File: src/include/fault_prot_pkg.sv
// What this block does
// - Class A event disables; fast reactivation resumes
// - Class B event disables; full reinit first
// - Vce check only during switch-on command
// - Hold sense pin low for active blanking
// - Vce trip: safe off, flag, fault pin
// - Live Vce comparator result readable
// - Turn-off pulldown plateau, plus blanking below 0x40
// - Clamp enable clamps pin while off
// - Safe turn-off skips clamp-release delay
// - Select status picks blanking register, mirrored
// - Host select and refresh bits mirrored
// - Select status sets on both mirrors set
// - Select status clears on request clear, timeout
// - Watchdog restarts on select rise, refresh rise
// - Watchdog overflow reverts select, sets flag
// - Overcurrent check only during switch-on command
// - Overcurrent evaluation inhibited during its blanking
// - Overcurrent status bit masked while blanking
// - Overcurrent trip: safe off, flag, fault pin
// - Enable invalid edge: regular off, flag, pin
// - Enable validity readable as status bit
// - Zero overcurrent blanking means immediate reaction
//
// Constants of the category A protection block.
// Assumes a 32-bit AXI4-Lite master and a 200 MHz system clock.
package fault_prot_pkg;
    localparam int          ADDR_W          = 8;
    localparam int          DATA_W          = 32;
    localparam int          TIME_W          = 8;
    // Register byte addresses
    localparam logic [7:0]  OFS_CTRL        = 8'h00;
    localparam logic [7:0]  OFS_STATUS      = 8'h04;
    localparam logic [7:0]  OFS_ERR         = 8'h08;
    localparam logic [7:0]  OFS_BLANK0      = 8'h0C;
    localparam logic [7:0]  OFS_BLANK1      = 8'h10;
    localparam logic [7:0]  OFS_OCP_BLANK   = 8'h14;
    localparam logic [7:0]  OFS_PLATEAU     = 8'h18;
    localparam logic [7:0]  OFS_REL_DLY     = 8'h1C;
    // Control bits (write)
    localparam int          CTRL_REQ        = 0;
    localparam int          CTRL_REFRESH    = 1;
    localparam int          CTRL_CLAMP_EN   = 2;
    localparam int          CTRL_REACT      = 3;
    localparam int          CTRL_REINIT     = 4;
    // Status bits (read only)
    localparam int          ST_VCE_CMP      = 0;
    localparam int          ST_OCP_CMP      = 1;
    localparam int          ST_EN_VALID     = 2;
    localparam int          ST_SEL_MIRROR   = 3;
    localparam int          ST_DISABLED     = 4;
    localparam int          ST_CLASSB_LOCK  = 5;
    localparam int          ST_GATE_ON      = 6;
    // Error flags (write one to clear)
    localparam int          ERR_VCE         = 0;
    localparam int          ERR_OCP         = 1;
    localparam int          ERR_EN          = 2;
    localparam int          ERR_TIMEOUT     = 3;
    localparam int          ERR_CLASSB      = 4;
    localparam int          ERR_W           = 5;
    // Reset values
    localparam logic [7:0]  RST_BLANK       = 8'h20;
    localparam logic [7:0]  RST_OCP_BLANK   = 8'h10;
    localparam logic [7:0]  RST_PLATEAU     = 8'h08;
    localparam logic [7:0]  RST_REL_DLY     = 8'h04;
    localparam logic [7:0]  BLANK_EXT_LIMIT = 8'h40;
    // Timing
    localparam int          CLK_PERIOD_PS   = 5000;
    localparam int          WD_TIMEOUT_NS   = 20000;
    localparam int          WD_CYCLES       = (WD_TIMEOUT_NS * 1000) / CLK_PERIOD_PS;
    localparam logic [1:0]  RESP_OKAY       = 2'b00;
    localparam logic [1:0]  RESP_SLVERR     = 2'b10;
endpackage

File: src/logic/category_a_fault_protection.sv
// Category A protection: Vce and overcurrent sensing, enable monitor,
// output stage sequencing, blanking select watchdog, AXI4-Lite registers.
// Assumes comparator and pwm inputs synchronous to clk_sys_in.
//
// Chosen here: the placing of the registers and the AXI4-Lite register port.
`timescale 1ns/1ps
module category_a_fault_protection #(
    parameter int WD_LIMIT = fault_prot_pkg::WD_CYCLES
) (
    input  wire logic                                clk_sys_in,
    input  wire logic                                nrst_in,
    input  wire logic [fault_prot_pkg::ADDR_W-1:0]   s_axi_awaddr_in,
    input  wire logic                                s_axi_awvalid_in,
    output logic                                     s_axi_awready_out,
    input  wire logic [fault_prot_pkg::DATA_W-1:0]   s_axi_wdata_in,
    input  wire logic [3:0]                          s_axi_wstrb_in,
    input  wire logic                                s_axi_wvalid_in,
    output logic                                     s_axi_wready_out,
    output logic [1:0]                               s_axi_bresp_out,
    output logic                                     s_axi_bvalid_out,
    input  wire logic                                s_axi_bready_in,
    input  wire logic [fault_prot_pkg::ADDR_W-1:0]   s_axi_araddr_in,
    input  wire logic                                s_axi_arvalid_in,
    output logic                                     s_axi_arready_out,
    output logic [fault_prot_pkg::DATA_W-1:0]        s_axi_rdata_out,
    output logic [1:0]                               s_axi_rresp_out,
    output logic                                     s_axi_rvalid_out,
    input  wire logic                                s_axi_rready_in,
    input  wire logic                                pwm_in,
    input  wire logic                                vce_sense_in,
    input  wire logic                                overcurrent_sense_input_in,
    input  wire logic                                en_valid_in,
    input  wire logic                                class_b_event_in,
    output logic                                     gate_on_out,
    output logic                                     two_level_turnoff_out,
    output logic                                     vce_sense_pull_low_out,
    output logic                                     clamp_release_busy_out,
    output logic                                     fault_notify_a_n_out,
    output logic                                     disabled_out
);
    import fault_prot_pkg::*;

    localparam int              WD_W    = $clog2(WD_LIMIT + 1);
    localparam logic [WD_W-1:0] WD_LAST = WD_W'(WD_LIMIT - 1);

    typedef enum logic [1:0] {STAGE_OFF, STAGE_ON, STAGE_PLATEAU} stage_t;

    function automatic logic is_mapped(input logic [ADDR_W-1:0] a);
        is_mapped = (a[1:0] == 2'b00) && (a <= OFS_REL_DLY);
    endfunction

    function automatic logic [TIME_W:0] widen(input logic [TIME_W-1:0] v);
        widen = {1'b0, v};
    endfunction

    // Bus state
    logic                   aw_got_r;
    logic [ADDR_W-1:0]      aw_addr_r;
    logic                   w_got_r;
    logic [DATA_W-1:0]      w_data_r;
    logic [3:0]             w_strb_r;
    logic                   bvalid_r;
    logic [1:0]             bresp_r;
    logic                   rvalid_r;
    logic [DATA_W-1:0]      rdata_r;
    logic [1:0]             rresp_r;
    logic                   do_write;
    logic                   wr_lane0;
    // Software registers
    logic                   req_r;
    logic                   refresh_r;
    logic                   clamp_en_r;
    logic [TIME_W-1:0]      blank0_r;
    logic [TIME_W-1:0]      blank1_r;
    logic [TIME_W-1:0]      ocp_blank_r;
    logic [TIME_W-1:0]      plateau_r;
    logic [TIME_W-1:0]      rel_dly_r;
    logic [ERR_W-1:0]       err_r;
    logic [ERR_W-1:0]       err_set;
    logic [ERR_W-1:0]       err_clr;
    logic                   reactivate_pls;
    logic                   reinit_pls;
    // Secondary side
    logic                   req_m_r;
    logic                   ref_m_r;
    logic                   ref_m_prev_r;
    logic                   sel_r;
    logic                   wd_hold_r;
    logic [WD_W-1:0]        wd_cnt_r;
    logic                   ref_rise;
    logic                   wd_timeout;
    // Output stage
    stage_t                 st_r;
    logic [TIME_W-1:0]      on_cnt_r;
    logic [TIME_W:0]        off_cnt_r;
    logic [TIME_W:0]        off_len;
    logic [TIME_W-1:0]      rel_cnt_r;
    logic [TIME_W-1:0]      active_blank;
    logic                   blank_done;
    logic                   ocp_done;
    logic                   desat_trip;
    logic                   ocp_trip;
    logic                   safe_trip;
    logic                   en_prev_r;
    logic                   en_fall;
    logic                   regular_trip;
    logic                   go_off;
    logic                   go_on;
    logic                   disabled_r;
    logic                   classb_lock_r;
    logic                   ocp_status;
    logic [DATA_W-1:0]      status_word;

    // AXI4-Lite write channels
    assign s_axi_awready_out = !aw_got_r && !bvalid_r;
    assign s_axi_wready_out  = !w_got_r && !bvalid_r;
    assign do_write          = aw_got_r && w_got_r && !bvalid_r;
    assign wr_lane0          = do_write && w_strb_r[0];
    assign s_axi_bvalid_out  = bvalid_r;
    assign s_axi_bresp_out   = bresp_r;

    always_ff @(posedge clk_sys_in or negedge nrst_in) begin
        if (!nrst_in) begin
            aw_got_r  <= 1'b0;
            aw_addr_r <= '0;
            w_got_r   <= 1'b0;
            w_data_r  <= '0;
            w_strb_r  <= '0;
            bvalid_r  <= 1'b0;
            bresp_r   <= RESP_OKAY;
        end else begin
            if (s_axi_awvalid_in && s_axi_awready_out) begin
                aw_got_r  <= 1'b1;
                aw_addr_r <= s_axi_awaddr_in;
            end
            if (s_axi_wvalid_in && s_axi_wready_out) begin
                w_got_r  <= 1'b1;
                w_data_r <= s_axi_wdata_in;
                w_strb_r <= s_axi_wstrb_in;
            end
            if (do_write) begin
                aw_got_r <= 1'b0;
                w_got_r  <= 1'b0;
                bvalid_r <= 1'b1;
                bresp_r  <= is_mapped(aw_addr_r) ? RESP_OKAY : RESP_SLVERR;
            end else if (bvalid_r && s_axi_bready_in) begin
                bvalid_r <= 1'b0;
            end
        end
    end

    // Register writes
    assign reactivate_pls = wr_lane0 && aw_addr_r == OFS_CTRL && w_data_r[CTRL_REACT];
    assign reinit_pls     = wr_lane0 && aw_addr_r == OFS_CTRL && w_data_r[CTRL_REINIT];

    always_ff @(posedge clk_sys_in or negedge nrst_in) begin
        if (!nrst_in) begin
            req_r       <= 1'b0;
            refresh_r   <= 1'b0;
            clamp_en_r  <= 1'b0;
            blank0_r    <= RST_BLANK;
            blank1_r    <= RST_BLANK;
            ocp_blank_r <= RST_OCP_BLANK;
            plateau_r   <= RST_PLATEAU;
            rel_dly_r   <= RST_REL_DLY;
        end else if (wr_lane0) begin
            unique case (aw_addr_r)
                OFS_CTRL: begin
                    req_r      <= w_data_r[CTRL_REQ];
                    refresh_r  <= w_data_r[CTRL_REFRESH];
                    clamp_en_r <= w_data_r[CTRL_CLAMP_EN];
                end
                OFS_BLANK0:    blank0_r    <= w_data_r[TIME_W-1:0];
                OFS_BLANK1:    blank1_r    <= w_data_r[TIME_W-1:0];
                OFS_OCP_BLANK: ocp_blank_r <= w_data_r[TIME_W-1:0];
                OFS_PLATEAU:   plateau_r   <= w_data_r[TIME_W-1:0];
                OFS_REL_DLY:   rel_dly_r   <= w_data_r[TIME_W-1:0];
                default: ;
            endcase
        end
    end

    // Error flags: hardware set wins over software clear
    assign err_set = {class_b_event_in, wd_timeout, en_fall, ocp_trip, desat_trip};
    assign err_clr = (wr_lane0 && aw_addr_r == OFS_ERR) ? w_data_r[ERR_W-1:0] : '0;

    always_ff @(posedge clk_sys_in or negedge nrst_in) begin
        if (!nrst_in) begin
            err_r <= '0;
        end else begin
            err_r <= (err_r & ~err_clr) | err_set;
        end
    end

    // AXI4-Lite read channel
    assign ocp_status  = overcurrent_sense_input_in && !(st_r == STAGE_ON && !ocp_done);
    assign status_word = DATA_W'({gate_on_out, classb_lock_r, disabled_r, sel_r,
                                  en_valid_in, ocp_status, vce_sense_in});
    assign s_axi_arready_out = !rvalid_r;
    assign s_axi_rvalid_out  = rvalid_r;
    assign s_axi_rdata_out   = rdata_r;
    assign s_axi_rresp_out   = rresp_r;

    always_ff @(posedge clk_sys_in or negedge nrst_in) begin
        if (!nrst_in) begin
            rvalid_r <= 1'b0;
            rdata_r  <= '0;
            rresp_r  <= RESP_OKAY;
        end else if (s_axi_arvalid_in && s_axi_arready_out) begin
            rvalid_r <= 1'b1;
            rresp_r  <= is_mapped(s_axi_araddr_in) ? RESP_OKAY : RESP_SLVERR;
            unique case (s_axi_araddr_in)
                OFS_CTRL:      rdata_r <= DATA_W'({clamp_en_r, refresh_r, req_r});
                OFS_STATUS:    rdata_r <= status_word;
                OFS_ERR:       rdata_r <= DATA_W'(err_r);
                OFS_BLANK0:    rdata_r <= DATA_W'(blank0_r);
                OFS_BLANK1:    rdata_r <= DATA_W'(blank1_r);
                OFS_OCP_BLANK: rdata_r <= DATA_W'(ocp_blank_r);
                OFS_PLATEAU:   rdata_r <= DATA_W'(plateau_r);
                OFS_REL_DLY:   rdata_r <= DATA_W'(rel_dly_r);
                default:       rdata_r <= '0;
            endcase
        end else if (rvalid_r && s_axi_rready_in) begin
            rvalid_r <= 1'b0;
        end
    end

    // Blanking select with refresh watchdog
    assign ref_rise   = ref_m_r && !ref_m_prev_r;
    assign wd_timeout = sel_r && req_m_r && wd_cnt_r == WD_LAST && !ref_rise;

    always_ff @(posedge clk_sys_in or negedge nrst_in) begin
        if (!nrst_in) begin
            req_m_r      <= 1'b0;
            ref_m_r      <= 1'b0;
            ref_m_prev_r <= 1'b0;
        end else begin
            req_m_r      <= req_r;
            ref_m_r      <= refresh_r;
            ref_m_prev_r <= ref_m_r;
        end
    end

    always_ff @(posedge clk_sys_in or negedge nrst_in) begin
        if (!nrst_in) begin
            sel_r     <= 1'b0;
            wd_hold_r <= 1'b0;
        end else begin
            if (!req_m_r || wd_timeout || reinit_pls) begin
                sel_r <= 1'b0;
            end else if (ref_m_r && !wd_hold_r) begin
                sel_r <= 1'b1;
            end
            if (wd_timeout) begin
                wd_hold_r <= 1'b1;
            end else if (!ref_m_r || !req_m_r) begin
                wd_hold_r <= 1'b0;
            end
        end
    end

    always_ff @(posedge clk_sys_in or negedge nrst_in) begin
        if (!nrst_in) begin
            wd_cnt_r <= '0;
        end else if (!sel_r || ref_rise) begin
            wd_cnt_r <= '0;
        end else begin
            wd_cnt_r <= wd_cnt_r + 1'b1;
        end
    end

    // Trip detection
    assign active_blank = sel_r ? blank1_r : blank0_r;
    assign blank_done   = on_cnt_r >= active_blank;
    assign ocp_done     = (ocp_blank_r == '0) || (on_cnt_r >= ocp_blank_r);
    assign desat_trip   = st_r == STAGE_ON && blank_done && vce_sense_in;
    assign ocp_trip     = st_r == STAGE_ON && ocp_done && overcurrent_sense_input_in;
    assign safe_trip    = desat_trip || ocp_trip;
    assign en_fall      = en_prev_r && !en_valid_in;
    assign regular_trip = en_fall || class_b_event_in;
    assign go_off       = st_r == STAGE_ON && (!pwm_in || disabled_r || safe_trip || regular_trip);
    assign go_on        = st_r == STAGE_OFF && pwm_in && !disabled_r && !regular_trip;
    assign off_len      = widen(plateau_r)
                        + ((active_blank < BLANK_EXT_LIMIT) ? widen(active_blank) : '0);

    always_ff @(posedge clk_sys_in or negedge nrst_in) begin
        if (!nrst_in) begin
            en_prev_r <= 1'b0;
        end else begin
            en_prev_r <= en_valid_in;
        end
    end

    // Disable and reactivation
    always_ff @(posedge clk_sys_in or negedge nrst_in) begin
        if (!nrst_in) begin
            disabled_r    <= 1'b0;
            classb_lock_r <= 1'b0;
        end else begin
            if (class_b_event_in) begin
                classb_lock_r <= 1'b1;
            end else if (reinit_pls) begin
                classb_lock_r <= 1'b0;
            end
            if (safe_trip || regular_trip) begin
                disabled_r <= 1'b1;
            end else if (reactivate_pls && !classb_lock_r) begin
                disabled_r <= 1'b0;
            end
        end
    end

    // Output stage sequencing
    always_ff @(posedge clk_sys_in or negedge nrst_in) begin
        if (!nrst_in) begin
            st_r      <= STAGE_OFF;
            on_cnt_r  <= '0;
            off_cnt_r <= '0;
        end else begin
            unique case (st_r)
                STAGE_OFF: begin
                    on_cnt_r <= '0;
                    if (go_on) begin
                        st_r <= STAGE_ON;
                    end
                end
                STAGE_ON: begin
                    if (on_cnt_r != '1) begin
                        on_cnt_r <= on_cnt_r + 1'b1;
                    end
                    if (go_off) begin
                        st_r      <= STAGE_PLATEAU;
                        off_cnt_r <= '0;
                    end
                end
                STAGE_PLATEAU: begin
                    off_cnt_r <= off_cnt_r + 1'b1;
                    if (off_cnt_r + 1'b1 >= off_len) begin
                        st_r <= STAGE_OFF;
                    end
                end
            endcase
        end
    end

    // Clamp release delay after regular turn-off only
    always_ff @(posedge clk_sys_in or negedge nrst_in) begin
        if (!nrst_in) begin
            rel_cnt_r <= '0;
        end else if (go_off) begin
            rel_cnt_r <= safe_trip ? '0 : rel_dly_r;
        end else if (rel_cnt_r != '0 && st_r == STAGE_OFF) begin
            rel_cnt_r <= rel_cnt_r - 1'b1;
        end
    end

    assign gate_on_out            = st_r == STAGE_ON;
    assign two_level_turnoff_out  = st_r == STAGE_PLATEAU && widen(plateau_r) > off_cnt_r;
    assign vce_sense_pull_low_out = (st_r == STAGE_ON && !blank_done)
                                  || st_r == STAGE_PLATEAU
                                  || (st_r == STAGE_OFF && clamp_en_r);
    assign clamp_release_busy_out = rel_cnt_r != '0;
    assign fault_notify_a_n_out   = !(err_r[ERR_VCE] || err_r[ERR_OCP] || err_r[ERR_EN]);
    assign disabled_out           = disabled_r;
endmodule

File: config.mk
export PLATFORM = sky130hd
export DESIGN_NAME = category_a_fault_protection
export DESIGN_NICKNAME = d
export VERILOG_FILES = /design/src/include/fault_prot_pkg.sv /design/src/logic/category_a_fault_protection.sv
export SDC_FILE = /design/constraint.sdc
export NUM_CORES = 1
export LEC_CHECK = 0
export ABC_AREA = 0
export BUFFER_PORTS_ARGS = -buffer_cell sky130_fd_sc_hd__buf_2
export CAP_MARGIN = 5
export CORE_AREA = 5 5 212 111
export CTS_CLUSTER_DIAMETER = 80
export CTS_CLUSTER_SIZE = 12
export DETAILED_ROUTE_END_ITERATION = 8
export DIE_AREA = 0 0 217 116
export SYNTH_ARGS = -nofsm -noshare
export SYNTH_HDL_FRONTEND = slang
export SYNTH_SLANG_ARGS = --single-unit
File: constraint.sdc
create_clock -name clk_sys_in -period 9.9 [get_ports clk_sys_in]
set_input_delay 0.495 -clock clk_sys_in [delete_from_list [all_inputs] [get_ports clk_sys_in]]
set_output_delay 0.495 -clock clk_sys_in [all_outputs]
set_load 0.03 [all_outputs]
==> metrics <==
outcome completed; Final Power 1.97 mW; num ports 111; VDD IR max 0.000128 V; cells after synthesis 728; DR WL/cell 18.6 um; Synth Warn # 0; Unique masters post-synth 73; fin util 39.4%; Finished Cell Area 8410 um2; die width 217 um; number of enable flip-flop cells after synthesis 0; Worst Hold Margin 111 ps; Final ANT Viol Nets 0; clk slew on worst S/H paths 60 ps; Avg Inst Size Synth 10.1 um2; Largest Register wd_cnt_r; setup tns final 0 ps; Initial DRC Count 502; drt total wl 20100 um; routed vias/inst 5.24; all-layer global routing usage 16.5%; post-synthesis sequential area ratio 42.9%; CTS resizes 0; first-pass GRT wire length 31500 um; crit path cell chain mux2i_1, nand2_1, or2_2, inv_1, ha_1, a21o_1, a21oi_1, o21ai_0, o41ai_1, xor2_1, ha_1, nand2_1, nor3_1, o31ai_1, a221oi_1, mux2i_1, a31oi_1; Fillers 2133; Post-Syn Area 7370 um2; RR Startpoint sel_r$_DFFE_PN0P_; global placement routability congestion 0.933; crit path launch type register; clock latency on the worst-skew pair 430 ps; Worst R2R Setup Slack 5260 ps; Worst R2R End st_r[1]$_DFFE_PN0P_; HPWL after DPL 15300 um; Core Area 21300 um2; setup violators final 0; kind of end point of the critical path register; met1 Use GR 27.0%; number of setup buffers added after CTS 0; drt pass-1 iters 5; PortBufs 57; pre-CTS setup slack 5290 ps; GRT Max-Usage Layer met1; Hold Fails Final Rpt 0; Final Non-Filler Cells 1085; Reg2Reg Depth 17; vias 5688; worst-case clock skew 10.5 ps; Tcrit/Tclk final 46.9%; final setup margin 5260 ps; synthesized flop and latch total 126; Regs by FF count wd_cnt_r x12, off_cnt_r x9; Slew Viols, Final 0; main flop type after synthesis dfrtp_1; Power Dens Cells 234 nW/um2; Initial Utilization 34.5%; layout cells sized above 1 21.9%; CTS HTree Levels 4; Leak 3.76 nW; placed inst area 7860 um2; min Tclk post-route 4640 ps; root buf cell clkbuf_16; async set or reset register ratio after synthesis 100%; Setup Crit Path Kind reg2reg; clk sink count 126; Crit-path slowest cell dfrtp_1; CP max FO 11; largest net degree at the start of global routing 77; initial antenna violation count 0; NumNets Final 905; n_diodes 0; Die ar. 25200 um2; fmax 0.215 GHz; number of hold buffers added after CTS 0; residual DRC count 0; Least-Margin Pin Slew 1090 ps; TritonCTS clock tree done; # placed instances 1053; Worst Path Required 10170 ps; GR Util met3 4.96%; area grow syn2layout 14.1%; unrepaired setup endpoints after global routing no; Die Ht 116 um; Max-cap violations 0; relative max-transition margin 26.0%; max reg flops 12; GR Overflow Total 0; std cell rows 38; min-delay worst type in2async; Num CTS Buffers 17; WP data arrival 4910 ps; Worst path max stage delay 710 ps; met2 Use GR 19.7%; Clock Path Buffers 2; vias in the first global route 5319
-- final cells by class --
type / count / area [um2] / share of cell area, %
Multi-Input combinational cell: 548 / 3890 / 46.3
Tap cell: 280 / 350 / 4.17
Inverter: 39 / 146 / 1.74
Sequential cell: 126 / 3160 / 37.6
Clock inverter: 14 / 108 / 1.28
Clock buffer: 18 / 439 / 5.22
Timing Repair Buffer: 60 / 310 / 3.69
-- layout by cell type (no fill, tap or decap), drive strengths merged, types with 7 or more instances in the layout --
master,instances
a21o,8
a21oi,28
a221oi,8
a31oi,7
buf,60
clkbuf,18
conb,28
dfrtp,121
ha,48
inv,44
mux2,54
mux2i,16
nand2,71
nand3,23
nand4,8
nor2,61
nor2b,7
nor3,24
o21ai,36
o22ai,7
or3,7
xnor2,17
xor2,8
-- cells in the mapped netlist, drive strengths merged, types with 8 or more instances --
cell type / instances / area share [%]
a21o: 8 / 0.82
a21oi: 28 / 1.9
a221oi: 8 / 1.0
buf: 31 / 3.1
clkbuf: 11 / 0.56
dfrtp: 121 / 41
ha: 48 / 8.2
inv: 39 / 2.0
mux2: 54 / 8.3
mux2i: 16 / 2.2
nand2: 71 / 3.6
nand3: 23 / 1.7
nand4: 8 / 0.68
nor2: 61 / 3.2
nor3: 24 / 1.9
o21ai: 36 / 2.5
xnor2: 17 / 2.0
xor2: 8 / 0.95
-- power breakdown --
| part | internal [mW] | switching, mW |
|---|---|---|
| Sequential | 0.610 | 0.152 |
| Clock | 0.329 | 0.256 |
| Combinational | 0.252 | 0.369 |
| Total | 1.19 | 0.777 |
-- how the worst max path moves through the flow --
| stage | start | endpoint | slack (ps) |
|---|---|---|---|
| final | sel_r$_DFFE_PN0P_ | st_r[1]$_DFFE_PN0P_ | 5260 |
| after global routing | sel_r$_DFFE_PN0P_ | st_r[1]$_DFFE_PN0P_ | 4980 |
| after CTS | sel_r$_DFFE_PN0P_ | st_r[1]$_DFFE_PN0P_ | 5270 |
| after detailed placement | sel_r$_DFFE_PN0P_ | st_r[1]$_DFFE_PN0P_ | 5290 |
| after global placement | sel_r$_DFFE_PN0P_ | st_r[1]$_DFFE_PN0P_ | 5380 |
| after floorplan | sel_r$_DFFE_PN0P_ | st_r[1]$_DFFE_PN0P_ | 5890 |
-- kinds of logic after synthesis --
family	after synthesis	synth area share [%]
AOI/OAI and AO/OA	136	12.9
xor gates and xnor gates	25	2.97
adders and majority gates	49	8.42
buffers and inverters	81	5.66
DFF	126	42.9
muxes	71	10.7
other	1	0.0509
and+or+nand+nor	239	16.4
-- metal layers --
| layer | vias up | wire (um) |
|---|---|---|
| met2 | 216 | 7150 |
| met4 | 2 | 324 |
| met5 | - | 46 |
| met1 | 2736 | 10800 |
| met3 | 28 | 1860 |
| li1 | 2706 | - |
-- critical path: cells and delay by family (launching register included) --
family,cells,cell delay [ps]
buffers and inverters,1,70
adders and majority gates,2,530
DFF,1,710
and+or+nand+nor,4,810
xor gates and xnor gates,1,130
muxes,2,650
AOI/OAI and AO/OA,7,1570
Note: power is estimated with default switching activity, not from simulation.
